--- config.mk ---
export PLATFORM = sky130hd
export DESIGN_NAME = cap_sense_accumulate_scan
export DESIGN_NICKNAME = d
export VERILOG_FILES = /design/src/include/cap_sense_pkg.sv /design/src/logic/cap_sense_accumulate_scan.sv
export SDC_FILE = /design/constraint.sdc
export NUM_CORES = 1
export LEC_CHECK = 0
export BUFFER_PORTS_ARGS = -buffer_cell sky130_fd_sc_hd__buf_4
export CAP_MARGIN = 25
export CORE_MARGIN = 2
export CORE_UTILIZATION = 64
export DETAILED_ROUTE_END_ITERATION = 6
export GPL_TIMING_DRIVEN = 1
export PLACE_DENSITY = 0.87
export REMOVE_ABC_BUFFERS = 1
export SKIP_LAST_GASP = 1
export SLEW_MARGIN = 20
export SYNTH_ARGS = -nofsm -noshare
export SYNTH_HDL_FRONTEND = slang
export SYNTH_SLANG_ARGS = --single-unit
--- constraint.sdc ---
create_clock -name sys_clk -period 7.3 [get_ports sys_clk]
set_input_delay 0 -clock sys_clk [delete_from_list [all_inputs] [get_ports sys_clk]]
set_output_delay 0 -clock sys_clk [all_outputs]
set_load 0.03 [all_outputs]
--- src/include/cap_sense_pkg.sv ---
/*
  Constants for the capacitive-sense accumulate and scan block: register indices,
  field positions, reset values and timing counts. Assumes a 100 MHz sys_clk.
*/
package cap_sense_pkg;
  // Register indices; the APB byte address is four times the index
  localparam logic [7:0] IDX_CONTROL = 8'h00;
  localparam logic [7:0] IDX_RESULT = 8'h01;
  localparam logic [7:0] IDX_THRESHOLD = 8'h02;
  localparam logic [7:0] IDX_CHANNEL = 8'h03;
  localparam logic [7:0] IDX_SCAN = 8'h04;
  localparam logic [7:0] IDX_STATUS = 8'h05;
  localparam logic [7:0] IDX_MASK = 8'h06;
  localparam logic [7:0] IDX_MODE_TWO = 8'hF3;
  // Control register fields
  localparam int CTL_START = 0;
  localparam int CTL_AUTO_SCAN = 1;
  localparam int CTL_ACC_LSB = 2;
  localparam int CTL_BUSY = 7;
  // Mode two register fields and reset value
  localparam int MD2_RATE_LSB = 6;
  localparam int MD2_DT_LSB = 3;
  localparam int MD2_IA_LSB = 0;
  localparam logic [7:0] MODE_TWO_RESET = 8'h40;
  // Scan register fields
  localparam int SCAN_START_LSB = 0;
  localparam int SCAN_END_LSB = 8;
  // Status and mask bits
  localparam int ST_COMPLETE = 0;
  localparam int ST_GREATER = 1;
  localparam int ST_W = 2;
  // Timing
  localparam int CLK_NS = 10;
  localparam int DT0_NS = 750;
  localparam int DT1_NS = 1000;
  localparam int DT2_NS = 1200;
  localparam int DT3_NS = 1500;
  localparam int DT4_NS = 2000;
  localparam int DT5_NS = 3000;
  localparam int DT7_NS = 6000;
  localparam int DT0_CYC = (DT0_NS + CLK_NS - 1) / CLK_NS;
  localparam int DT1_CYC = (DT1_NS + CLK_NS - 1) / CLK_NS;
  localparam int DT2_CYC = (DT2_NS + CLK_NS - 1) / CLK_NS;
  localparam int DT3_CYC = (DT3_NS + CLK_NS - 1) / CLK_NS;
  localparam int DT4_CYC = (DT4_NS + CLK_NS - 1) / CLK_NS;
  localparam int DT5_CYC = (DT5_NS + CLK_NS - 1) / CLK_NS;
  localparam int DT7_CYC = (DT7_NS + CLK_NS - 1) / CLK_NS;
  // Converter clocks per conversion for each rate code
  localparam int CONV_CLK_12 = 12;
  localparam int CONV_CLK_13 = 13;
  localparam int CONV_CLK_14 = 14;
  localparam int CONV_CLK_16 = 16;
  localparam int CODE_W = 16;
  localparam int ACC_W = 22;
  localparam int CNT_W = 10;

  typedef enum logic [1:0] {
    S_IDLE,
    S_DISCHARGE,
    S_CONVERT,
    S_FINISH
  } conv_state_t;
endpackage

--- src/logic/cap_sense_accumulate_scan.sv ---
/*
  Digital control of a capacitive-sense converter: APB register file, discharge and
  conversion sequencing, accumulate and divide, threshold compare, auto-scan and
  interrupt. Assumes an analog front end that charges while fe_charge is high and
  presents a 16-bit code, asynchronous to sys_clk, by the end of the charge phase.
*/
// Design decision made here: register access over APB.
`timescale 1ns/100ps
module cap_sense_accumulate_scan
  import cap_sense_pkg::*;
#(
  parameter int CH_W = 5,
  parameter int CS_DIV = 4
) (
  // Clock and reset
  input wire logic sys_clk,
  input wire logic rst_n,
  // APB slave
  input wire logic psel,
  input wire logic penable,
  input wire logic pwrite,
  input wire logic [11:0] paddr,
  input wire logic [31:0] pwdata,
  output logic [31:0] prdata,
  output logic pready,
  output logic pslverr,
  // Analog front end
  input wire logic [CODE_W-1:0] fe_code,
  output logic fe_discharge,
  output logic fe_charge,
  output logic [CH_W-1:0] fe_channel,
  output logic [2:0] fe_current_scale,
  // Interrupt
  output logic irq
);

  function automatic logic [2:0] acc_shift(input logic [2:0] sel);
    case (sel)
      3'h0: acc_shift = 3'h0;
      3'h1: acc_shift = 3'h2;
      3'h2: acc_shift = 3'h3;
      3'h3: acc_shift = 3'h4;
      3'h4: acc_shift = 3'h5;
      default: acc_shift = 3'h6;
    endcase
  endfunction

  function automatic logic [CNT_W-1:0] dt_cycles(input logic [2:0] code);
    case (code)
      3'h0: dt_cycles = CNT_W'(DT0_CYC);
      3'h1: dt_cycles = CNT_W'(DT1_CYC);
      3'h2: dt_cycles = CNT_W'(DT2_CYC);
      3'h3: dt_cycles = CNT_W'(DT3_CYC);
      3'h4: dt_cycles = CNT_W'(DT4_CYC);
      3'h5: dt_cycles = CNT_W'(DT5_CYC);
      default: dt_cycles = CNT_W'(DT7_CYC);
    endcase
  endfunction

  function automatic logic [4:0] conv_clocks(input logic [1:0] rate);
    case (rate)
      2'h0: conv_clocks = 5'(CONV_CLK_12);
      2'h1: conv_clocks = 5'(CONV_CLK_13);
      2'h2: conv_clocks = 5'(CONV_CLK_14);
      default: conv_clocks = 5'(CONV_CLK_16);
    endcase
  endfunction

  conv_state_t state_q, state_d;
  logic [7:0] mode_two_q, mode_two_d;
  logic auto_scan_q, auto_scan_d;
  logic [2:0] acc_sel_q, acc_sel_d;
  logic [15:0] result_q, result_d;
  logic [15:0] thresh_q, thresh_d;
  logic [CH_W-1:0] chan_q, chan_d;
  logic [CH_W-1:0] scan_start_q, scan_start_d;
  logic [CH_W-1:0] scan_end_q, scan_end_d;
  logic [ST_W-1:0] status_q, status_d;
  logic [ST_W-1:0] mask_q, mask_d;
  logic [ACC_W-1:0] acc_q, acc_d;
  logic [6:0] samp_q, samp_d;
  logic [CNT_W-1:0] cnt_q, cnt_d;
  logic [7:0] div_q, div_d;
  logic [CODE_W-1:0] code_meta_q, code_sync_q;
  logic [31:0] prdata_q, prdata_d;
  logic pready_q, pready_d;
  logic pslverr_q, pslverr_d;
  logic irq_q, irq_d;

  logic [7:0] idx;
  logic mapped;
  logic wr_go;
  logic rd_go;
  logic cs_en;
  logic [1:0] rate;
  logic [4:0] res_bits;
  logic [CODE_W-1:0] sample;
  logic [ACC_W-1:0] sum;
  logic [6:0] count_target;
  logic [ST_W-1:0] events;
  logic [31:0] rd_val;
  logic [CH_W-1:0] chan_next;

  assign idx = paddr[9:2];
  assign rate = mode_two_q[MD2_RATE_LSB +: 2];
  assign res_bits = conv_clocks(rate);

  always_comb begin
    state_d = state_q;
    mode_two_d = mode_two_q;
    auto_scan_d = auto_scan_q;
    acc_sel_d = acc_sel_q;
    result_d = result_q;
    thresh_d = thresh_q;
    chan_d = chan_q;
    scan_start_d = scan_start_q;
    scan_end_d = scan_end_q;
    mask_d = mask_q;
    acc_d = acc_q;
    samp_d = samp_q;
    cnt_d = cnt_q;
    events = '0;
    // Converter clock enable
    cs_en = (div_q == 8'(CS_DIV - 1));
    div_d = cs_en ? 8'h00 : div_q + 8'h01;
    mapped = (paddr[1:0] == 2'b00) && (paddr[11:10] == 2'b00) &&
             ((idx <= IDX_MASK) || (idx == IDX_MODE_TWO));
    // One wait state: pready rises in the second access cycle
    pready_d = psel && penable && !pready_q;
    pslverr_d = psel && penable && !pready_q && !mapped;
    wr_go = psel && penable && pready_q && pwrite && mapped;
    rd_go = psel && penable && pready_q && !pwrite && mapped;
    rd_val = '0;
    case (idx)
      IDX_CONTROL: begin
        rd_val[CTL_AUTO_SCAN] = auto_scan_q;
        rd_val[CTL_ACC_LSB +: 3] = acc_sel_q;
        rd_val[CTL_BUSY] = (state_q != S_IDLE);
      end
      IDX_RESULT: rd_val[15:0] = result_q;
      IDX_THRESHOLD: rd_val[15:0] = thresh_q;
      IDX_CHANNEL: rd_val[CH_W-1:0] = chan_q;
      IDX_SCAN: begin
        rd_val[SCAN_START_LSB +: CH_W] = scan_start_q;
        rd_val[SCAN_END_LSB +: CH_W] = scan_end_q;
      end
      IDX_STATUS: rd_val[ST_W-1:0] = status_q;
      IDX_MASK: rd_val[ST_W-1:0] = mask_q;
      IDX_MODE_TWO: rd_val[7:0] = mode_two_q;
      default: rd_val = '0;
    endcase
    prdata_d = (psel && penable && !pready_q && mapped) ? rd_val : prdata_q;
    // Only the synchronised copy of the asynchronous code is read
    sample = code_sync_q >> (5'd16 - res_bits);
    sum = acc_q + ACC_W'(sample);
    count_target = 7'(7'h01 << acc_shift(acc_sel_q));
    chan_next = (chan_q == scan_end_q) ? scan_start_q : chan_q + CH_W'(1);
    // Conversion sequencer
    case (state_q)
      S_IDLE: begin
        if (wr_go && idx == IDX_CONTROL && pwdata[CTL_START]) begin
          state_d = S_DISCHARGE;
          cnt_d = dt_cycles(mode_two_q[MD2_DT_LSB +: 3]);
          acc_d = '0;
          samp_d = '0;
        end
      end
      S_DISCHARGE: begin
        if (cnt_q <= CNT_W'(1)) begin
          state_d = S_CONVERT;
          cnt_d = CNT_W'(res_bits);
        end else begin
          cnt_d = cnt_q - CNT_W'(1);
        end
      end
      S_CONVERT: begin
        if (cs_en) begin
          if (cnt_q <= CNT_W'(1)) begin
            acc_d = sum;
            samp_d = samp_q + 7'h01;
            if (samp_q + 7'h01 == count_target) begin
              state_d = S_FINISH;
            end else begin
              state_d = S_DISCHARGE;
              cnt_d = dt_cycles(mode_two_q[MD2_DT_LSB +: 3]);
            end
          end else begin
            cnt_d = cnt_q - CNT_W'(1);
          end
        end
      end
      S_FINISH: begin
        result_d = 16'(acc_q >> acc_shift(acc_sel_q));
        acc_d = '0;
        samp_d = '0;
        events[ST_COMPLETE] = 1'b1;
        events[ST_GREATER] = (16'(acc_q >> acc_shift(acc_sel_q)) > thresh_q);
        if (auto_scan_q && !events[ST_GREATER]) begin
          chan_d = chan_next;
          state_d = S_DISCHARGE;
          cnt_d = dt_cycles(mode_two_q[MD2_DT_LSB +: 3]);
        end else begin
          state_d = S_IDLE;
        end
      end
      default: state_d = S_IDLE;
    endcase
    // Register writes; the channel setting holds while converting, the scan settings do not
    if (wr_go) begin
      case (idx)
        IDX_CONTROL: begin
          auto_scan_d = pwdata[CTL_AUTO_SCAN];
          acc_sel_d = pwdata[CTL_ACC_LSB +: 3];
        end
        IDX_THRESHOLD: thresh_d = pwdata[15:0];
        IDX_CHANNEL: begin
          if (state_q == S_IDLE) begin
            chan_d = pwdata[CH_W-1:0];
          end
        end
        IDX_SCAN: begin
          scan_start_d = pwdata[SCAN_START_LSB +: CH_W];
          scan_end_d = pwdata[SCAN_END_LSB +: CH_W];
        end
        IDX_MASK: mask_d = pwdata[ST_W-1:0];
        IDX_MODE_TWO: mode_two_d = pwdata[7:0];
        default: mode_two_d = mode_two_q;
      endcase
    end
    // Read clears status; a new event in the same cycle wins
    status_d = ((rd_go && idx == IDX_STATUS) ? '0 : status_q) | events;
    irq_d = |(status_d & mask_d);
  end

  always_ff @(posedge sys_clk) begin
    code_meta_q <= fe_code;
    code_sync_q <= code_meta_q;
    if (!rst_n) begin
      state_q <= S_IDLE;
      mode_two_q <= MODE_TWO_RESET;
      auto_scan_q <= 1'b0;
      acc_sel_q <= 3'h0;
      result_q <= 16'h0000;
      thresh_q <= 16'h0000;
      chan_q <= '0;
      scan_start_q <= '0;
      scan_end_q <= '0;
      status_q <= '0;
      mask_q <= '0;
      acc_q <= '0;
      samp_q <= 7'h00;
      cnt_q <= '0;
      div_q <= 8'h00;
      prdata_q <= 32'h0000_0000;
      pready_q <= 1'b0;
      pslverr_q <= 1'b0;
      irq_q <= 1'b0;
    end else begin
      state_q <= state_d;
      mode_two_q <= mode_two_d;
      auto_scan_q <= auto_scan_d;
      acc_sel_q <= acc_sel_d;
      result_q <= result_d;
      thresh_q <= thresh_d;
      chan_q <= chan_d;
      scan_start_q <= scan_start_d;
      scan_end_q <= scan_end_d;
      status_q <= status_d;
      mask_q <= mask_d;
      acc_q <= acc_d;
      samp_q <= samp_d;
      cnt_q <= cnt_d;
      div_q <= div_d;
      prdata_q <= prdata_d;
      pready_q <= pready_d;
      pslverr_q <= pslverr_d;
      irq_q <= irq_d;
    end
  end

  // Front-end drive, all from flip-flops
  logic fe_dis_q, fe_chg_q;
  logic [CH_W-1:0] fe_chan_q;
  logic [2:0] fe_ia_q;

  always_ff @(posedge sys_clk) begin
    if (!rst_n) begin
      fe_dis_q <= 1'b0;
      fe_chg_q <= 1'b0;
      fe_chan_q <= '0;
      fe_ia_q <= 3'h0;
    end else begin
      fe_dis_q <= (state_d == S_DISCHARGE);
      fe_chg_q <= (state_d == S_CONVERT);
      fe_chan_q <= chan_d;
      fe_ia_q <= mode_two_d[MD2_IA_LSB +: 3];
    end
  end

  assign prdata = prdata_q;
  assign pready = pready_q;
  assign pslverr = pslverr_q;
  assign fe_discharge = fe_dis_q;
  assign fe_charge = fe_chg_q;
  assign fe_channel = fe_chan_q;
  assign fe_current_scale = fe_ia_q;
  assign irq = irq_q;
endmodule

Word-level counts from Yosys, hierarchy flattened. Cells that the tools add are included.

Bits in registers: 165. Input port bits: 65. Output and inout bits: 45. Logic and storage cells: 150.

Add/sub/neg operators: 6. Order comparisons: 3. Eq/ne operators: 31. Shifts and indexed selects: 3. Multiplexer cells: 43. Bitwise operators: 3. Reductions and logical operators: 37.

Operator list (count): 2-to-1 mux 22 bit (3); case mux 22 bit (3 select lines) (1); 2-to-1 mux 10 bit (6); case mux 10 bit (6 select lines) (1); case mux 10 bit (4 select lines) (1); 2-to-1 mux 5 bit (6); case mux 5 bit (3 select lines) (2); equality test 8 x 2 -> 1 bit, second input constant (3); equality test 8 x 3 -> 1 bit, second input constant (3); adder 22 x 16 -> 22 bit (1); right shift 22 x 3 -> 16 bit (1); 2-to-1 mux 7 bit (3); case mux 7 bit (3 select lines) (1); 2-to-1 mux 2 bit (9); case mux 3 bit (6 select lines) (1); greater-than comparator 16 bit (1); right shift 16 x 5 -> 16 bit (1); logical AND 1 bit (15); case mux 3 bit (5 select lines) (1); equality test 3 x 2 -> 1 bit, second input constant (4); <= comparator 10 x 1 -> 1 bit, second input constant (1); subtractor 10 x 1 -> 10 bit, second input constant (1); equality test 3 bit, second input constant (3); adder 8 x 1 -> 8 bit, second input constant (1); 35 further kinds (56).

Depth between registers and ports, before layout. Gate-level depths: netlist of the first run.

Depth in word-level cells: 12. Gate-level depth with buffers: 17. Depth with buffers taken out: 15.

Worst setup path after synthesis of the first run. Ideal clock, no wire load.

Path type: reg2reg. Start: reg mode_two_q[7]. End: reg acc_q[21]. Setup time: 71 ps. Arrival time: 4303 ps. Required time: 7229 ps. Slack: 2926 ps. Stages on the path, launching flop included: 16. Buffers on the path: 2. Period minus slack after synthesis: 4374 ps. Cells stage by stage: dfxtp_1 > inv_1 > ha_1 > clkbuf_1 > clkbuf_1 > mux4_2 > mux2i_1 > nor2_1 > ha_1 > nand3_1 > o2111ai_1 > o21ai_0 > o311ai_0 > a41oi_1 > or4_1 > a21oi_1.

Longest elaborated chain between the ends: 8. Elaborated cells between the ends (all ways): 10. Those cells by class: add/sub: 2; eq/ne: 2; shift: 1; mux: 4; reduce/logical: 1.

Ends and longest elaborated chain: start, declared (RTL line cap_sense_accumulate_scan.sv:70) `logic [7:0] mode_two_q, mode_two_d;`; start signal, assigned (RTL line cap_sense_accumulate_scan.sv:260) `mode_two_q <= mode_two_d;`; equality test 2 bit (tied with other cells) (RTL line cap_sense_accumulate_scan.sv:61) `case (rate)`; case mux 5 bit (3 select lines) * (RTL line cap_sense_accumulate_scan.sv:61); subtractor 5 bit * (RTL line cap_sense_accumulate_scan.sv:154) `sample = code_sync_q >> (5'd16 - res_bits);`; right shift 16 x 5 -> 16 bit * (RTL line cap_sense_accumulate_scan.sv:154); adder 22 x 16 -> 22 bit * (RTL line cap_sense_accumulate_scan.sv:155) `sum = acc_q + ACC_W'(sample);`; 2-to-1 mux 22 bit * (RTL line cap_sense_accumulate_scan.sv:178) `if (cnt_q <= CNT_W'(1)) begin`; 2-to-1 mux 22 bit * (RTL line cap_sense_accumulate_scan.sv:177) `if (cs_en) begin`; case mux 22 bit (3 select lines) * (RTL line cap_sense_accumulate_scan.sv:159) `case (state_q)`; end signal, assigned (RTL line cap_sense_accumulate_scan.sv:250) `acc_q <= '0;`; end signal, assigned (RTL line cap_sense_accumulate_scan.sv:270) `acc_q <= acc_d;`; end, declared (RTL line cap_sense_accumulate_scan.sv:80) `logic [ACC_W-1:0] acc_q, acc_d;`.

Every way passes the cells marked *; elsewhere a longest branch is shown, timed or not. The select of a mux whose other input is x is not followed. A chain may end at the register's enable or synchronous reset.

Worst setup path in the final report of the first run.
Start: reg acc_sel_q[1]. End: reg fe_chg_q, in the netlist fe_charge.

Longest elaborated chain between the ends: 10. Elaborated cells between the ends (all ways): 19. Those cells by class: order compare: 1; eq/ne: 6; shift: 2; mux: 7; reduce/logical: 3.

Ends and longest elaborated chain: start, declared (RTL line cap_sense_accumulate_scan.sv:72) `logic [2:0] acc_sel_q, acc_sel_d;`; start signal, assigned (RTL line cap_sense_accumulate_scan.sv:262) `acc_sel_q <= acc_sel_d;`; equality test 3 bit (tied with other cells) (RTL line cap_sense_accumulate_scan.sv:38) `case (sel)`; case mux 3 bit (5 select lines) * (RTL line cap_sense_accumulate_scan.sv:38); 2-to-1 mux 3 bit (RTL line cap_sense_accumulate_scan.sv:159); right shift 22 x 3 -> 16 bit (RTL line cap_sense_accumulate_scan.sv:197) `events[ST_GREATER] = (16'(acc_q >> acc_shift(acc_sel_q)) > thresh_q);`; greater-than comparator 16 bit (RTL line cap_sense_accumulate_scan.sv:197); zero test 1 bit (RTL line cap_sense_accumulate_scan.sv:198) `if (auto_scan_q && !events[ST_GREATER]) begin`; logical AND 1 bit (RTL line cap_sense_accumulate_scan.sv:198); 2-to-1 mux 1 bit (RTL line cap_sense_accumulate_scan.sv:198); case mux 2 bit (4 select lines) * (RTL line cap_sense_accumulate_scan.sv:159); equality test 2 bit * (RTL line cap_sense_accumulate_scan.sv:294) `fe_chg_q <= (state_d == S_CONVERT);`; end signal, assigned (RTL line cap_sense_accumulate_scan.sv:294); end, declared (RTL line cap_sense_accumulate_scan.sv:282) `logic fe_dis_q, fe_chg_q;`.

Marks and branches as above.

==> results.py, run 1 <==
metrics = {
    "pwr": {
        "netSwitchingPower_w": 0.000579,
        "p_sw_share_pct": 28.3,
        "power_density_nw_per_um2": 182,
        "vdd_ir_drop_max_mv": 0.203,
        "seqPwrFrac_pct": 45.7,
        "clkPwrFrac_pct": 43.5,
        "p_leak_nw": 4.34,
        "p_int_w": 0.00146,
        "comb_power_share_pct": 10.9,
    },
    "routing": {
        "routedWlPerCell_um": 18.4,
        "drtPass1Iterations": 6,
        "wirelength_um": 26400,
        "ant_nets": 0,
        "drt_iter0_markers": 962,
        "vias_per_cell": 6.43,
        "num_vias": 9224,
        "drcViolationCount": 0,
    },
    "timing": {
        "finalWorstSetupSlack_ps": 2090,
        "fin_crit_ps": 5210,
        "finalCritPeriodShare_pct": 71.3,
        "tns_ps": 0,
        "skew_ps": 11.1,
        "maxSlewViolCount": 0,
        "max_slew_margin_pct": 26.8,
        "grt_setup_unrepaired": "no",
        "hold_violations": 0,
        "worstMarginPinSlew_ps": 1090,
        "setup_viol": 0,
        "clock.fmax_mhz": 192,
    },
    "clock_tree": {
        "worstSkewPairLatency_ps": 450,
        "cts.sinks": 165,
        "clockBufferDepth": 2,
        "clk_pin_slew_ps": 70,
        "root_buffer": "clkbuf_16",
        "htreeDepth": 4,
        "tritoncts": "done",
        "cts_made_buffers": 17,
        "cts_resized": 0,
    },
    "final_layout": {
        "final_area_um2": 11200,
        "area_growth_pct": 15.6,
        "drive_above_1_share_pct": 13.8,
        "layout_common_cells": "dfxtp_1, nand2_1, nor2_1",
        "nets": 1349,
        "final_cells": 1435,
        "final_common_cell": "dfxtp_1",
    },
    "worst_setup_path": {
        "arrival_ps": 5540,
        "path_max_fanout": 18,
        "crit_required_ps": 7640,
        "cp-end-kind": "flop",
        "crit_type": "reg -> reg",
        "start_kind": "flop",
        "reg2reg_slack_ps": 2090,
    },
    "die": {
        "die_h_um": 127,
        "rows": 44,
        "dieArea_um2": 16100,
        "initial_utilization_pct": 66.1,
        "core_area_um2": 14600,
        "boundaryPins": 110,
        "die_x_um": 127,
    },
    "placement": {
        "hpwl_um": 17400,
        "pre_cts_ws_ps": 2120,
        "io_buffers": 77,
        "place_inst": 1365,
        "placed_area_um2": 10200,
        "place.gp.congestion": 0.975,
    },
    "synthesis": {
        "ys_types": 68,
        "ys_ff_latch": 165,
        "synth_seq_area_share_pct": 34.1,
        "yosys_warnings": 0,
        "synth_area_per_cell_um2": 8.31,
        "synth-edff-count": 0,
        "async_flop_share_pct": 0,
        "synth_cells": 1166,
        "synth_flop_cell": "dfxtp_1",
        "syn_area_um2": 9690,
    },
    "grt": {
        "grt_overflow": 0,
        "grt_pass1_vias": 8681,
        "antenna_found_initial": 0,
        "grt_pass1_wl_um": 42600,
        "grt_use_total_pct": 32.5,
        "grt_max_degree": 96,
    },
    "run_status": {
        "status": "finished, final reports clean",
    },
    "hold_path": {
        "hold_path_class": "in -> reg",
    },
    "run": {
        "maxCapViolCount": 0,
    },
}
[power groups by stage]
stage / combinational (W) / clock [W] / sequential (W)
floorplan: 0.000129 / 0 / 0.000950
global placement: 0.000195 / 0 / 0.000951
detailed placement: 0.000198 / 0 / 0.000952
CTS: 0.000216 / 0.000888 / 0.000932
global route: 0.000240 / 0.000929 / 0.000935
finish: 0.000222 / 0.000888 / 0.000933
[layer usage]
layer	wire length, um	vias up	share of wire [%]	track usage [%]
met5	0	-	0	0
met4	1010	0	3.8	16.7
met3	1910	86	7.2	4.69
met2	12900	476	49	55.6
met1	10500	4340	40	40.2
li1	-	4322	-	-
[final cells by class]
class / instances / area [um2]
antenna: 1 / 2.50
clock buffer: 17 / 425
clock inverter: 15 / 161
fill: 992 / 3440
inverter: 45 / 169
multi-input combinational: 885 / 5890
sequential: 165 / 3300
tap: 184 / 230
timing repair buffer: 123 / 1020
[final timing paths]
| check | cells past startpoint | from | to |
|---|---|---|---|
| worst min-delay path | 5 | pwrite | status_q[1] |
| worst max-delay path | 12 | acc_sel_q[1] | fe_charge |
| worst max register to register | 12 | acc_sel_q[1] | fe_charge |
| worst min register to register | 0 | code_meta_q[11] | code_sync_q[11] |
[critical path, cell delays in order, from the launching register on]
cell      delay [ps]
dfxtp_1          700
nand2b_1         270
a21oi_4          600
mux4_2           600
mux2_2           310
ha_1             330
a21oi_1          160
o21ai_0          140
a221oi_1         380
o211ai_1         220
a21oi_1          670
o21ai_0          420
and3_1           300
[sequential cells by signal (all words and copies together) (netlist names), 7 cells and up]
| name | flops |
|---|---|
| samp_q | 7 |
| acc_q | 22 |
| code_sync_q | 16 |
| thresh_q | 16 |
| prdata | 16 |
| code_meta_q | 16 |
| result_q | 16 |
| div_q | 8 |
| mode_two_q | 8 |
| cnt_q | 10 |
[cell usage after synthesis, drive strengths merged (4+ instances only)]
master   count  area, um2
inv         45        169
o2111ai      8       87.6
mux4        20        450
nand3       51        260
nor4        10       68.8
o311ai       5       43.8
o211ai       6       45.0
nand2      157        589
or2          4       25.0
mux2i       51        510
o22ai        4       25.0
ha          46        576
mux2        15        169
and3        12       75.1
o31ai        4       30.0
nor3b        5       37.5
o21ai       43        215
xnor2       15        131
and2        10       62.6
buf         26        173
clkbuf      60        225
a31oi       15       93.8
nand2b      10       62.6
a211oi      23        185
dfxtp      165       3300
a31o         5       43.8
xor2        22        193
a21o         6       45.0
or4          5       41.3
a222oi      11        110
a21oi       95        475
nor2b        8       50.1
a22oi        7       52.6
nor3        26        130
nand4        9       56.3
or3          8       50.1
o32ai        4       35.0
nor2       109        409
[logic make-up after synthesis]
group	after synthesis	share of synthesized area, %
compound gates	266	18.1
xor+xnor	37	3.35
fa+ha+maj	47	6.15
buf+inv	131	5.85
flops	165	34.1
mux	86	11.7
other cells	1	0.0387
simple gates	433	20.7
[per-stage QoR]
step           hold slack, ps  utilization (%)  total power, W
4_1_cts                  12.9             76.4         0.00204
6_report                 43.7             76.5         0.00204
3_5_place_dp              105             69.9         0.00115
5_1_grt                  61.0             76.5         0.00210
3_3_place_gp              104             69.9         0.00115
2_1_floorplan            27.7                -         0.00108
[what timing repair did]
action | 4_1_cts | 5_1_grt
hold buffers | 37 | 0
endpoints found under the setup margin | 0 | 0
buffers inserted | 0 | 0
hold endpoints to repair | 65 | 0
No activity file was read; power rests on OpenSTA's default activity.
==> run 2: changes to the inputs <==
CORE_UTILIZATION = 59   (was 64)
PLACE_DENSITY = 0.81   (was 0.87)
clock period = 4.8 ns   (was 7.3 ns; I/O delays follow)
==> run 2 against run 1 <==
  * Sequential share of layout area fell by 0.37 points
  * Power rose by 58%
  * Clock power rose by 68%
  * The flow now finishes with violations (DRC)
  * Combinational power rose by 50%
  * Largest power group is now the clock network
  * Worst setup slack got worse by 1700 ps
  * First-iteration DRC count fell by 11%
  * Utilization fell by 5.3 points
  * Final cell count rose by 2.7%
  * Non-clock buffer count rose by 8
  * Worst hold slack got worse by 3.3 ps
  * Clock-buffer cell count rose by 4
  * Largest cell class unchanged
==> results.py, run 2 (synthesis gave the netlist of run 1 again) <==
metrics = {
    "run_status": {
        "status": "finished, violations left",
        "violations": "DRC",
    },
    "timing": {
        "fin_crit_ps": 4390,
        "worstMarginPinSlew_ps": 1010,
        "skew_ps": 10.6,
        "finalCritPeriodShare_pct": 91.5,
        "grt_setup_unrepaired": "no",
        "maxSlewViolCount": 0,
        "tns_ps": 0,
        "max_slew_margin_pct": 32.6,
        "hold_violations": 0,
        "setup_viol": 0,
        "finalWorstSetupSlack_ps": 409,
        "clock.fmax_mhz": 228,
    },
    "pwr": {
        "vdd_ir_drop_max_mv": 0.266,
        "p_int_w": 0.00245,
        "p_sw_share_pct": 24.4,
        "clkPwrFrac_pct": 45.9,
        "comb_power_share_pct": 10.3,
        "power_density_nw_per_um2": 285,
        "netSwitchingPower_w": 0.000791,
        "seqPwrFrac_pct": 43.8,
        "p_leak_nw": 4.41,
    },
    "clock_tree": {
        "hold_buffers": 36,
        "post_cts_buffers": 0,
        "htreeDepth": 4,
        "cts_resized": 0,
        "cts_made_buffers": 17,
        "root_buffer": "clkbuf_16",
        "worstSkewPairLatency_ps": 440,
        "tritoncts": "done",
        "cts.sinks": 165,
        "clockBufferDepth": 2,
        "clk_pin_slew_ps": 60,
    },
    "grt": {
        "grt_use_total_pct": 29.2,
        "grt_pass1_vias": 8546,
        "grt_pass1_wl_um": 41800,
        "grt_overflow": 0,
        "grt_max_degree": 71,
        "antenna_found_initial": 0,
    },
    "hold_path": {
        "worstHoldStart": "rst_n",
        "hold_path_class": "in -> reg",
    },
    "routing": {
        "vias_per_cell": 6.19,
        "ant_nets": 0,
        "routedWlPerCell_um": 17.2,
        "drt_iter0_markers": 858,
        "num_vias": 9122,
        "drtPass1Iterations": 7,
        "wirelength_um": 25400,
        "drcViolationCount": 16,
    },
    "die": {
        "die_h_um": 132,
        "initial_utilization_pct": 60.8,
        "boundaryPins": 110,
        "core_area_um2": 15900,
        "rows": 46,
        "die_x_um": 132,
        "dieArea_um2": 17500,
    },
    "placement": {
        "pre_cts_ws_ps": 473,
        "placed_area_um2": 10300,
        "io_buffers": 77,
        "hpwl_um": 17600,
        "place.gp.congestion": 0.916,
    },
    "final_layout": {
        "largest_register_ffs": 22,
        "nFillCells": 1256,
        "nets": 1357,
        "layout_common_cells": "dfxtp_1, nand2_1, nor2_1",
        "final_area_um2": 11300,
        "drive_above_1_share_pct": 14.3,
        "area_growth_pct": 17.1,
        "top_register": "acc_q",
        "n_antenna_cell": 0,
        "final_common_cell": "dfxtp_1",
    },
    "worst_setup_path": {
        "start_kind": "flop",
        "worstReg2RegStart": "mode_two_q[6]",
        "cp-end-kind": "flop",
        "arrival_ps": 4750,
        "startpoint": "mode_two_q[6]",
        "crit_type": "reg -> reg",
        "path_max_fanout": 20,
        "crit_required_ps": 5160,
    },
    "run": {
        "maxCapViolCount": 0,
    },
}
[run 2: critical path: stages (launching register included)]
cell and delay, ps:
dfxtp_1 360, inv_1 80, ha_1 720, mux4_2 460
mux2i_1 160, nor2_1 60, ha_1 370, nand3_1 90
o2111ai_1 320, o21ai_0 240, o311ai_0 440, a41oi_1 310
or4_1 560, a21oi_1 140
[run 2: layout make-up]
class | instances | area, um2 | share of cell area (%)
Multi-Input combinational cell | 885 | 5890 | 51.9
Sequential cell | 165 | 3300 | 29.1
Timing Repair Buffer | 131 | 1070 | 9.46
Clock buffer | 21 | 470 | 4.15
Tap cell | 216 | 270 | 2.38
Clock inverter | 11 | 171 | 1.51
Inverter | 45 | 169 | 1.49
[run 2: path summary, 6_finish.rpt]
path / to / slack [ps] / depth (start not counted)
setup / recovery: acc_q[21] / 410 / 13
hold / removal: result_q[12] / 40 / 2
setup reg to reg: acc_q[21] / 410 / 13
hold reg to reg: code_sync_q[9] / 330 / 0
[run 2: per-stage QoR]
stage / util [%] / total power, W / cells / hold slack, ps
2_1_floorplan: - / 0.00164 / 1095 / 27.7
3_3_place_gp: 64.9 / 0.00174 / 1406 / 104
3_5_place_dp: 64.9 / 0.00175 / 1406 / 106
4_1_cts: 71.2 / 0.00324 / 1474 / 17.2
5_1_grt: 71.2 / 0.00335 / 1474 / 47.8
6_report: 71.2 / 0.00324 / 1474 / 40.4
[run 2: power groups by stage]
stage	Combinational [W]	Clock [W]	Sequential [W]
floorplan	0.000197	0	0.00144
detailed placement	0.000302	0	0.00145
global route	0.000363	0.00156	0.00142
CTS	0.000326	0.00149	0.00142
finish	0.000332	0.00149	0.00142
global placement	0.000296	0	0.00145
[run 2: routing by layer]
metal	vias to the layer above	global-route usage, %	part of all wire (%)
li1	4334	-	-
met3	70	4.77	6.3
met5	-	0	0
met4	0	12.5	3.2
met1	4316	37.3	43
met2	402	48.8	48
